==> src/design/tsp_pkg.sv <==
package tsp_pkg;
  // register byte offsets (AXI4-Lite, one word each)
  localparam logic [7:0] CTRL_OFS = 8'h00;
  localparam logic [7:0] TXSLOT_OFS = 8'h04;
  localparam logic [7:0] RXSLOT_OFS = 8'h08;
  localparam logic [7:0] TXDATA_OFS = 8'h0C;
  localparam logic [7:0] RXDATA_OFS = 8'h10;
  localparam logic [7:0] STATUS_OFS = 8'h14;
  // control field positions
  localparam int HWY_EN_BIT = 0;
  localparam int PIN17_SEL_BIT = 1;
  localparam int PIN21_SEL_BIT = 2;
  localparam int OUTA_EN_BIT = 3;
  localparam int OUTB_EN_BIT = 4;
  localparam int TXCLK_INV_BIT = 5;
  localparam int RXCLK_INV_BIT = 6;
  localparam int TX_INV_BIT = 7;
  localparam int TX_ORDER_BIT = 8;
  localparam int RX_INV_BIT = 9;
  localparam int RX_ORDER_BIT = 10;
  localparam int RX_SEL_BIT = 11;
  localparam int FS_POL_BIT = 12;
  localparam logic [31:0] CTRL_RESET = 32'h0000_0040;
  localparam int CTRL_W = 13;
  // slot register: bit offset in [2:0], slot number in [10:3]
  localparam int SLOT_W = 11;
  localparam logic [1:0] RESP_OKAY = 2'h0;
  localparam logic [1:0] RESP_SLVERR = 2'h2;
  localparam logic [2:0] LAST_BIT = 3'h7;

  typedef struct packed {
    logic dataA;
    logic dataAOe;
    logic pin17;
    logic pin17Oe;
  } tsp_txpins_t;

  typedef enum logic [2:0] {
    TSP_IDLE = 3'b001,
    TSP_SHIFT = 3'b010,
    TSP_DONE = 3'b100
  } tsp_state_t;
endpackage

==> src/design/tsp_port.sv <==
module tsp_port (
  input wire logic clk_sys,
  input wire logic rst_n,
  input wire logic [7:0] s_axi_awaddr,
  input wire logic s_axi_awvalid,
  output logic s_axi_awready,
  input wire logic [31:0] s_axi_wdata,
  input wire logic [3:0] s_axi_wstrb,
  input wire logic s_axi_wvalid,
  output logic s_axi_wready,
  output logic [1:0] s_axi_bresp,
  output logic s_axi_bvalid,
  input wire logic s_axi_bready,
  input wire logic [7:0] s_axi_araddr,
  input wire logic s_axi_arvalid,
  output logic s_axi_arready,
  output logic [31:0] s_axi_rdata,
  output logic [1:0] s_axi_rresp,
  output logic s_axi_rvalid,
  input wire logic s_axi_rready,
  input wire logic transmitBitClock,
  input wire logic pin21In,
  input wire logic receiveDataInA,
  input wire logic frameSync,
  output tsp_pkg::tsp_txpins_t txPins
);
  import tsp_pkg::*;

  logic [CTRL_W-1:0] ctrl_reg;
  logic [SLOT_W-1:0] txSlot_reg;
  logic [SLOT_W-1:0] rxSlot_reg;
  logic [7:0] txData_reg;
  logic [7:0] rxData_reg;
  logic txPend_reg;
  logic rxFull_reg;
  logic [3:0] sync1_reg;
  logic [3:0] sync2_reg;
  logic [3:0] prev_reg;
  logic [SLOT_W-1:0] txCnt_reg;
  logic [SLOT_W-1:0] rxCnt_reg;
  logic txFramed_reg;
  logic rxFramed_reg;
  tsp_state_t txState_reg;
  tsp_state_t rxState_reg;
  logic [2:0] txIdx_reg;
  logic [2:0] rxIdx_reg;
  logic [7:0] txShift_reg;
  logic [7:0] rxShift_reg;
  logic txBit_reg;
  logic txActive_reg;
  logic awSeen_reg;
  logic wSeen_reg;
  logic [7:0] awAddr_reg;
  logic [31:0] wData_reg;
  logic [3:0] wStrb_reg;

  // bit position picked by the order flag: lsb-first or msb-first
  function automatic logic [2:0] bitPos(input logic msbFirst, input logic [2:0] idx);
    bitPos = msbFirst ? (LAST_BIT - idx) : idx;
  endfunction

  // decode a word address to a known register
  function automatic logic isMapped(input logic [7:0] a);
    isMapped = (a == CTRL_OFS) || (a == TXSLOT_OFS) || (a == RXSLOT_OFS) ||
      (a == TXDATA_OFS) || (a == RXDATA_OFS) || (a == STATUS_OFS);
  endfunction

  // every pin from outside passes two flops before use
  always_ff @(posedge clk_sys or negedge rst_n) begin
    if (!rst_n) begin
      sync1_reg <= 4'h0;
      sync2_reg <= 4'h0;
      prev_reg <= 4'h0;
    end else begin
      sync1_reg <= {frameSync, receiveDataInA, pin21In, transmitBitClock};
      sync2_reg <= sync1_reg;
      prev_reg <= sync2_reg;
    end
  end

  logic txClkS;
  logic pin21S;
  logic rxInA;
  logic fsS;
  logic txRise;
  logic txFall;
  logic launchEdge;
  logic rxClkRise;
  logic rxClkFall;
  logic sampleEdge;
  logic fsEdge;
  logic rxRaw;
  logic rxBit;
  assign txClkS = sync2_reg[0];
  assign pin21S = sync2_reg[1];
  assign rxInA = sync2_reg[2];
  assign fsS = sync2_reg[3];
  assign txRise = txClkS & ~prev_reg[0];
  assign txFall = ~txClkS & prev_reg[0];
  // transmit launch edge: falling by default
  assign launchEdge = ctrl_reg[TXCLK_INV_BIT] ? txRise : txFall;
  // pin 21 doubles as data B, then receive borrows the transmit clock
  assign rxClkRise = ctrl_reg[PIN21_SEL_BIT] ? txRise : (pin21S & ~prev_reg[1]);
  assign rxClkFall = ctrl_reg[PIN21_SEL_BIT] ? txFall : (~pin21S & prev_reg[1]);
  assign sampleEdge = ctrl_reg[RXCLK_INV_BIT] ? rxClkRise : rxClkFall;
  // frame start: active level picked by polarity, dropped when highway off
  assign fsEdge = ctrl_reg[HWY_EN_BIT] &&
    ((ctrl_reg[FS_POL_BIT] ? ~fsS : fsS) && !(ctrl_reg[FS_POL_BIT] ? ~prev_reg[3] : prev_reg[3]));
  // input B only exists when pin 21 is configured as data
  assign rxRaw = (ctrl_reg[RX_SEL_BIT] && ctrl_reg[PIN21_SEL_BIT]) ? pin21S : rxInA;
  assign rxBit = rxRaw ^ ctrl_reg[RX_INV_BIT];

  // bit counters since frame start, one per direction
  always_ff @(posedge clk_sys or negedge rst_n) begin
    if (!rst_n) begin
      txCnt_reg <= '0;
      txFramed_reg <= 1'b0;
    end else if (fsEdge) begin
      txCnt_reg <= '0;
      txFramed_reg <= 1'b1;
    end else if (launchEdge && txFramed_reg) begin
      txCnt_reg <= txCnt_reg + 1'b1;
    end
  end

  always_ff @(posedge clk_sys or negedge rst_n) begin
    if (!rst_n) begin
      rxCnt_reg <= '0;
      rxFramed_reg <= 1'b0;
    end else if (fsEdge) begin
      rxCnt_reg <= '0;
      rxFramed_reg <= 1'b1;
    end else if (sampleEdge && rxFramed_reg) begin
      rxCnt_reg <= rxCnt_reg + 1'b1;
    end
  end

  // transmit shifter: starts on the programmed slot, eight launches long
  always_ff @(posedge clk_sys or negedge rst_n) begin
    if (!rst_n) begin
      txState_reg <= TSP_IDLE;
      txIdx_reg <= 3'h0;
      txShift_reg <= 8'h00;
      txBit_reg <= 1'b0;
      txActive_reg <= 1'b0;
    end else begin
      case (txState_reg)
        TSP_IDLE: begin
          txActive_reg <= 1'b0;
          if (launchEdge && txFramed_reg && txCnt_reg == txSlot_reg && !fsEdge) begin
            txShift_reg <= txPend_reg ? txData_reg : 8'hFF;
            txBit_reg <= (txPend_reg ? txData_reg[bitPos(ctrl_reg[TX_ORDER_BIT], 3'h0)] : 1'b1)
              ^ ctrl_reg[TX_INV_BIT];
            txIdx_reg <= 3'h1;
            txActive_reg <= 1'b1;
            txState_reg <= TSP_SHIFT;
          end
        end
        TSP_SHIFT: begin
          // a new frame sync cuts a byte whose closing edge never came, so no line floats driven
          if (fsEdge || (launchEdge && txIdx_reg == 3'h0)) begin
            txActive_reg <= 1'b0;
            txState_reg <= TSP_DONE;
          end else if (launchEdge) begin
            txBit_reg <= txShift_reg[bitPos(ctrl_reg[TX_ORDER_BIT], txIdx_reg)] ^ ctrl_reg[TX_INV_BIT];
            txIdx_reg <= txIdx_reg + 3'h1;
          end
        end
        TSP_DONE: begin
          txState_reg <= TSP_IDLE;
        end
        default: begin
          txState_reg <= TSP_IDLE;
        end
      endcase
    end
  end

  // receive shifter mirrors the transmit side on the sample edge
  always_ff @(posedge clk_sys or negedge rst_n) begin
    if (!rst_n) begin
      rxState_reg <= TSP_IDLE;
      rxIdx_reg <= 3'h0;
      rxShift_reg <= 8'h00;
    end else begin
      case (rxState_reg)
        TSP_IDLE: begin
          if (sampleEdge && rxFramed_reg && rxCnt_reg == rxSlot_reg && !fsEdge) begin
            rxShift_reg[bitPos(ctrl_reg[RX_ORDER_BIT], 3'h0)] <= rxBit;
            rxIdx_reg <= 3'h1;
            rxState_reg <= TSP_SHIFT;
          end
        end
        TSP_SHIFT: begin
          if (sampleEdge) begin
            rxShift_reg[bitPos(ctrl_reg[RX_ORDER_BIT], rxIdx_reg)] <= rxBit;
            rxIdx_reg <= rxIdx_reg + 3'h1;
            if (rxIdx_reg == LAST_BIT) begin
              rxState_reg <= TSP_DONE;
            end
          end
        end
        TSP_DONE: begin
          rxState_reg <= TSP_IDLE;
        end
        default: begin
          rxState_reg <= TSP_IDLE;
        end
      endcase
    end
  end

  // pin drive: strobe mode overrides out B and keeps pin 17 driven, idle data lines float
  logic outAOn;
  logic outBOn;
  assign outAOn = ctrl_reg[OUTA_EN_BIT] && txActive_reg;
  assign outBOn = ctrl_reg[OUTB_EN_BIT] && !ctrl_reg[PIN17_SEL_BIT] && txActive_reg;
  always_ff @(posedge clk_sys or negedge rst_n) begin
    if (!rst_n) begin
      txPins <= '0;
    end else begin
      txPins.dataA <= txBit_reg;
      txPins.dataAOe <= outAOn;
      if (ctrl_reg[PIN17_SEL_BIT]) begin
        txPins.pin17 <= ~txActive_reg;
        txPins.pin17Oe <= 1'b1;
      end else begin
        txPins.pin17 <= txBit_reg;
        txPins.pin17Oe <= outBOn;
      end
    end
  end

  // write channel: address and data taken in either order
  logic wrGo;
  assign s_axi_awready = !awSeen_reg && !s_axi_bvalid;
  assign s_axi_wready = !wSeen_reg && !s_axi_bvalid;
  assign wrGo = awSeen_reg && wSeen_reg && !s_axi_bvalid;
  always_ff @(posedge clk_sys or negedge rst_n) begin
    if (!rst_n) begin
      awSeen_reg <= 1'b0;
      wSeen_reg <= 1'b0;
      awAddr_reg <= 8'h00;
      wData_reg <= 32'h0000_0000;
      wStrb_reg <= 4'h0;
      s_axi_bvalid <= 1'b0;
      s_axi_bresp <= RESP_OKAY;
    end else begin
      if (s_axi_awvalid && s_axi_awready) begin
        awSeen_reg <= 1'b1;
        awAddr_reg <= {s_axi_awaddr[7:2], 2'h0};
      end
      if (s_axi_wvalid && s_axi_wready) begin
        wSeen_reg <= 1'b1;
        wData_reg <= s_axi_wdata;
        wStrb_reg <= s_axi_wstrb;
      end
      if (wrGo) begin
        awSeen_reg <= 1'b0;
        wSeen_reg <= 1'b0;
        s_axi_bvalid <= 1'b1;
        s_axi_bresp <= isMapped(awAddr_reg) ? RESP_OKAY : RESP_SLVERR;
      end else if (s_axi_bready) begin
        s_axi_bvalid <= 1'b0;
      end
    end
  end

  // configuration registers; byte lanes 0 and 1 only carry bits
  always_ff @(posedge clk_sys or negedge rst_n) begin
    if (!rst_n) begin
      ctrl_reg <= CTRL_RESET[CTRL_W-1:0];
      txSlot_reg <= '0;
      rxSlot_reg <= '0;
      txData_reg <= 8'h00;
    end else if (wrGo) begin
      if (awAddr_reg == CTRL_OFS) begin
        if (wStrb_reg[0]) ctrl_reg[7:0] <= wData_reg[7:0];
        if (wStrb_reg[1]) ctrl_reg[CTRL_W-1:8] <= wData_reg[CTRL_W-1:8];
      end
      if (awAddr_reg == TXSLOT_OFS) begin
        if (wStrb_reg[0]) txSlot_reg[7:0] <= wData_reg[7:0];
        if (wStrb_reg[1]) txSlot_reg[SLOT_W-1:8] <= wData_reg[SLOT_W-1:8];
      end
      if (awAddr_reg == RXSLOT_OFS) begin
        if (wStrb_reg[0]) rxSlot_reg[7:0] <= wData_reg[7:0];
        if (wStrb_reg[1]) rxSlot_reg[SLOT_W-1:8] <= wData_reg[SLOT_W-1:8];
      end
      if (awAddr_reg == TXDATA_OFS && wStrb_reg[0]) txData_reg <= wData_reg[7:0];
    end
  end

  // pending byte flags: a TXDATA write wins over a same-cycle transmit done, a receive done wins over a same-cycle RXDATA read
  logic txLoad;
  logic rxRead;
  assign txLoad = wrGo && awAddr_reg == TXDATA_OFS && wStrb_reg[0];
  assign rxRead = s_axi_arvalid && s_axi_arready && {s_axi_araddr[7:2], 2'h0} == RXDATA_OFS;
  always_ff @(posedge clk_sys or negedge rst_n) begin
    if (!rst_n) begin
      txPend_reg <= 1'b0;
      rxFull_reg <= 1'b0;
      rxData_reg <= 8'h00;
    end else begin
      if (txLoad) begin
        txPend_reg <= 1'b1;
      end else if (txState_reg == TSP_DONE) begin
        txPend_reg <= 1'b0;
      end
      if (rxState_reg == TSP_DONE) begin
        rxFull_reg <= 1'b1;
        rxData_reg <= rxShift_reg;
      end else if (rxRead) begin
        rxFull_reg <= 1'b0;
      end
    end
  end

  // read channel: one read at a time, answer one cycle after address
  logic [31:0] rdWord;
  assign s_axi_arready = !s_axi_rvalid;
  always_comb begin
    rdWord = 32'h0000_0000;
    case ({s_axi_araddr[7:2], 2'h0})
      CTRL_OFS: rdWord[CTRL_W-1:0] = ctrl_reg;
      TXSLOT_OFS: rdWord[SLOT_W-1:0] = txSlot_reg;
      RXSLOT_OFS: rdWord[SLOT_W-1:0] = rxSlot_reg;
      TXDATA_OFS: rdWord[7:0] = txData_reg;
      RXDATA_OFS: rdWord[7:0] = rxData_reg;
      STATUS_OFS: rdWord[3:0] = {txActive_reg, rxFramed_reg, rxFull_reg, txPend_reg};
      default: rdWord = 32'h0000_0000;
    endcase
  end
  always_ff @(posedge clk_sys or negedge rst_n) begin
    if (!rst_n) begin
      s_axi_rvalid <= 1'b0;
      s_axi_rdata <= 32'h0000_0000;
      s_axi_rresp <= RESP_OKAY;
    end else if (s_axi_arvalid && s_axi_arready) begin
      s_axi_rvalid <= 1'b1;
      s_axi_rdata <= rdWord;
      s_axi_rresp <= isMapped({s_axi_araddr[7:2], 2'h0}) ? RESP_OKAY : RESP_SLVERR;
    end else if (s_axi_rready) begin
      s_axi_rvalid <= 1'b0;
    end
  end
endmodule

==> config.mk <==
export PLATFORM = sky130hd
export DESIGN_NAME = tsp_port
export DESIGN_NICKNAME = d
export VERILOG_FILES = /design/src/design/tsp_pkg.sv /design/src/design/tsp_port.sv
export SDC_FILE = /design/constraint.sdc
export NUM_CORES = 1
export LEC_CHECK = 0
export BUFFER_PORTS_ARGS = -buffer_cell sky130_fd_sc_hd__buf_2
export CORE_ASPECT_RATIO = 0.9
export CORE_MARGIN = 8
export CORE_UTILIZATION = 52
export CTS_CLUSTER_SIZE = 16
export DETAILED_ROUTE_END_ITERATION = 12
export PLACE_DENSITY = 0.81
export SETUP_SLACK_MARGIN = 0.02
export SLEW_MARGIN = 0
export SYNTH_ARGS = -nofsm -noshare
export SYNTH_HDL_FRONTEND = slang
export SYNTH_SLANG_ARGS = --single-unit
export TNS_END_PERCENT = 100
==> constraint.sdc <==
create_clock -name clk_sys -period 1.9 [get_ports clk_sys]
set_input_delay 0.285 -clock clk_sys [delete_from_list [all_inputs] [get_ports clk_sys]]
set_output_delay 0.285 -clock clk_sys [all_outputs]
set_load 0.02 [all_outputs]
==> results by group <==
Yosys
  – Cell area after synthesis: 7740 µm²
  – Synthesized instance count: 690
  – Yosys warnings: 0
  – Number of flops mapped to enable cells by yosys: 0
  – Netlist cell types: 57
  – Synthesis-stage register bit count: 161
  – Register area share after synthesis: 52.1%
  – Syn_area_per_cell: 11.2 µm²
  – Most used DFF post-synth: dfrtp_1
  – Async SR Flop Fraction: 100%

Place
  – Post-DP HPWL: 13.1 mm
  – Gp weighted congestion: 0.877
  – Port Buf Inserts: 61

Detailed routing
  – Vias per inst: 5.69
  – TritonRoute pass-1 iters: 5
  – DR iter-0 viols: 455
  – Post-route DRC: 0
  – Final wirelength: 20.6 mm
  – Via count: 5983
  – Routed Antenna Nets: 0
  – Average wire per standard cell: 19.6 µm

Timing
  – Slack of the critical path: -0.298 ns
  – Slew margin rel.: a little over half
  – Hold Vio Cnt, Final: 0
  – Period Utilization, post-route: 116%
  – Setup violators final: 33
  – RSZ-0062 raised after global routing: yes
  – FMAX: 0.455 GHz
  – Min Hold Slack: 0.0271 ns
  – Slew Viols, Final: 0
  – Worst-margin pin slew: 0.680 ns
  – Tmin final: 2.20 ns
  – Clock skew: 0.00812 ns

Cells and area
  – Commonest non-fill, non-tap cell in the layout: dfrtp_1
  – Net count, final: 909
  – Area grow syn2layout: 27.8%
  – Layout cells sized above 1: 40.5%
  – Final Util: just under 70%
  – Most frequent cells in the layout: dfrtp_1 (158), mux2_2 (78), buf_4 (75)

GRT
  – Largest net degree at the start of global routing: 47
  – GR Util All Layers: roughly a fifth
  – Remaining Overflow, GRT: 0
  – First-pass GRT wire length: a little over 30 mm
  – Vias in the first global route: a little under 6000
  – Initial antenna violation count: 1

Pwr
  – VDD IR max: 852 µV
  – Power per cell area: 1260 nW/µm²
  – Lkg Pwr: 0.00474 µW

Floorplan
  – Std-Cell Rows: 42
  – Total core area: 14700 µm²
  – Die Y: around 130 µm
  – # IOs: roughly 110
  – Initial cell density of the core: 52.8%
  – Die W: 145 µm
  – Die area: 19100 µm²

Setup path
  – Crit path launch type: flop
  – Critical path's slowest cell: or4_4
  – Critical path's largest stage delay: around 0.54 ns
  – Critical Path Fanout Max: 3
  – CP cell instances: xor2_1 > or4_4 > nor4_4 > nand4_1 > buf_6 > o2bb2ai_2 > mux2_4
  – Required @ worst endpoint: roughly 2.2 ns
  – CP Class: flop to flop
  – Top delay family on crit path: simple AND/OR/NAND/NOR gates
  – Worst Path Arrival: 2.51 ns
  – Critical path endpoint category: flop
  – Worst Path Buf+Inv: 1

Hold path
  – Worst Hold Class: input pin to flop

CTS
  – TritonCTS sink count: 161
  – Clk buf depth: 2
  – Clock slew at reported path FFs: 0.06 ns
  – CTS tree: done
  – Worst skew pair latency: 0.43 ns
  – Clk root buf: clkbuf_16
  – TritonCTS Buffers: 17
  – H-tree Lvls: 4

Status
  – Status: complete, but fails checks
  – Failing checks: negative setup slack

Run
  – Max-cap violations: 0
kinds of logic (layout without fill, tap and decap cells):
family / Yosys count / in the layout / synth area share, %
multiplexers: 98 / 98 / 14.6
AO/OA/AOI/OAI: 114 / 114 / 9.62
AND/OR/NAND/NOR: 189 / 189 / 12.8
adder cells (fa/ha/maj): 6 / 6 / 0.970
buffers and inverters: 78 / 220 / 4.93
flip-flops: 161 / 161 / 52.1
other: 1 / 22 / 0.0484
XOR/XNOR: 43 / 43 / 4.86
cells in the mapped netlist (all sizes together), types with 6 or more instances:
cell type / instances / area, µm²
nand3: 15 / 75.1
dfrtp: 158 / 3950
nor3: 12 / 65.1
mux2i: 15 / 150
nand4: 14 / 87.6
o21ai: 29 / 145
a22o: 7 / 61.3
inv: 27 / 101
a21oi: 29 / 145
nor2: 39 / 146
mux2: 79 / 893
clkbuf: 25 / 93.8
nand2: 41 / 154
o31ai: 6 / 45.0
nor2b: 7 / 43.8
xor2: 25 / 219
and2: 9 / 56.3
nor3b: 14 / 105
nor4: 11 / 75.1
xnor2: 18 / 158
nand2b: 11 / 68.8
ha: 6 / 75.1
buf: 26 / 186
metal layers:
layer | track usage, % | wire length [µm]
met5 | 0 | 0
met2 | 31.5 | 9710
met4 | 7.91 | 684
met1 | 27.9 | 8710
met3 | 5.47 | 1480
final timing paths:
check	from	to	slack, ns	cells after the start
min in group asynchronous	rst_n	wData_reg[11]	0.37	2
worst max-delay path	txSlot_reg[2]	txBit_reg	-0.30	7
worst min register to register	sync1_reg[1]	sync2_reg[1]	0.35	0
worst max register to register	txSlot_reg[2]	txBit_reg	-0.30	7
max in group asynchronous	rst_n	txState_reg[0]	0.89	3
worst min-delay path	s_axi_rready	s_axi_rvalid	0.03	2
where the power goes:
group / internal, µW / switching [µW] / total [µW]
logic: 2010 / 1910 / 3920
registers: 4300 / 1020 / 5310
clock network: 1900 / 1340 / 3230
total: 8210 / 4260 / 12500
timing repair:
item                                    4_1_cts  5_1_grt
pin swaps                                    15       34
cloned                                        0        0
hold endpoints to repair                     45        0
endpoints found under the setup margin       24       46
hold buffers                                  5        0
resized for setup                            39       59
setup buffers                                10       16
area by class of cell:
type | count | area [µm²]
Antenna cell | 1 | 2.50
Fill cell | 1022 | 4760
Sequential cell | 161 | 4030
Tap cell | 198 | 248
Clock inverter | 5 | 56.3
Clock buffer | 26 | 489
Inverter | 27 | 101
Multi-Input combinational cell | 471 | 3780
Timing Repair Buffer | 162 | 1190
per-stage QoR:
| stage | std cells | worst slack, ns | area (µm²) | setup TNS, ns | total power [µW] |
|---|---|---|---|---|---|
| after floorplan | 710 | -0.0818 | 7830 | -0.601 | 7150 |
| after global placement | 988 | -0.158 | 8670 | -1.47 | 8360 |
| after detailed placement | 988 | -0.231 | 8670 | -2.67 | 8510 |
| after CTS | 1034 | -0.191 | 9490 | -1.79 | 12000 |
| after global routing | 1051 | -0.315 | 9900 | -6.52 | 13000 |
| final | 1051 | -0.298 | 9900 | -4.69 | 12500 |
No activity file was read; power rests on OpenSTA's default activity.
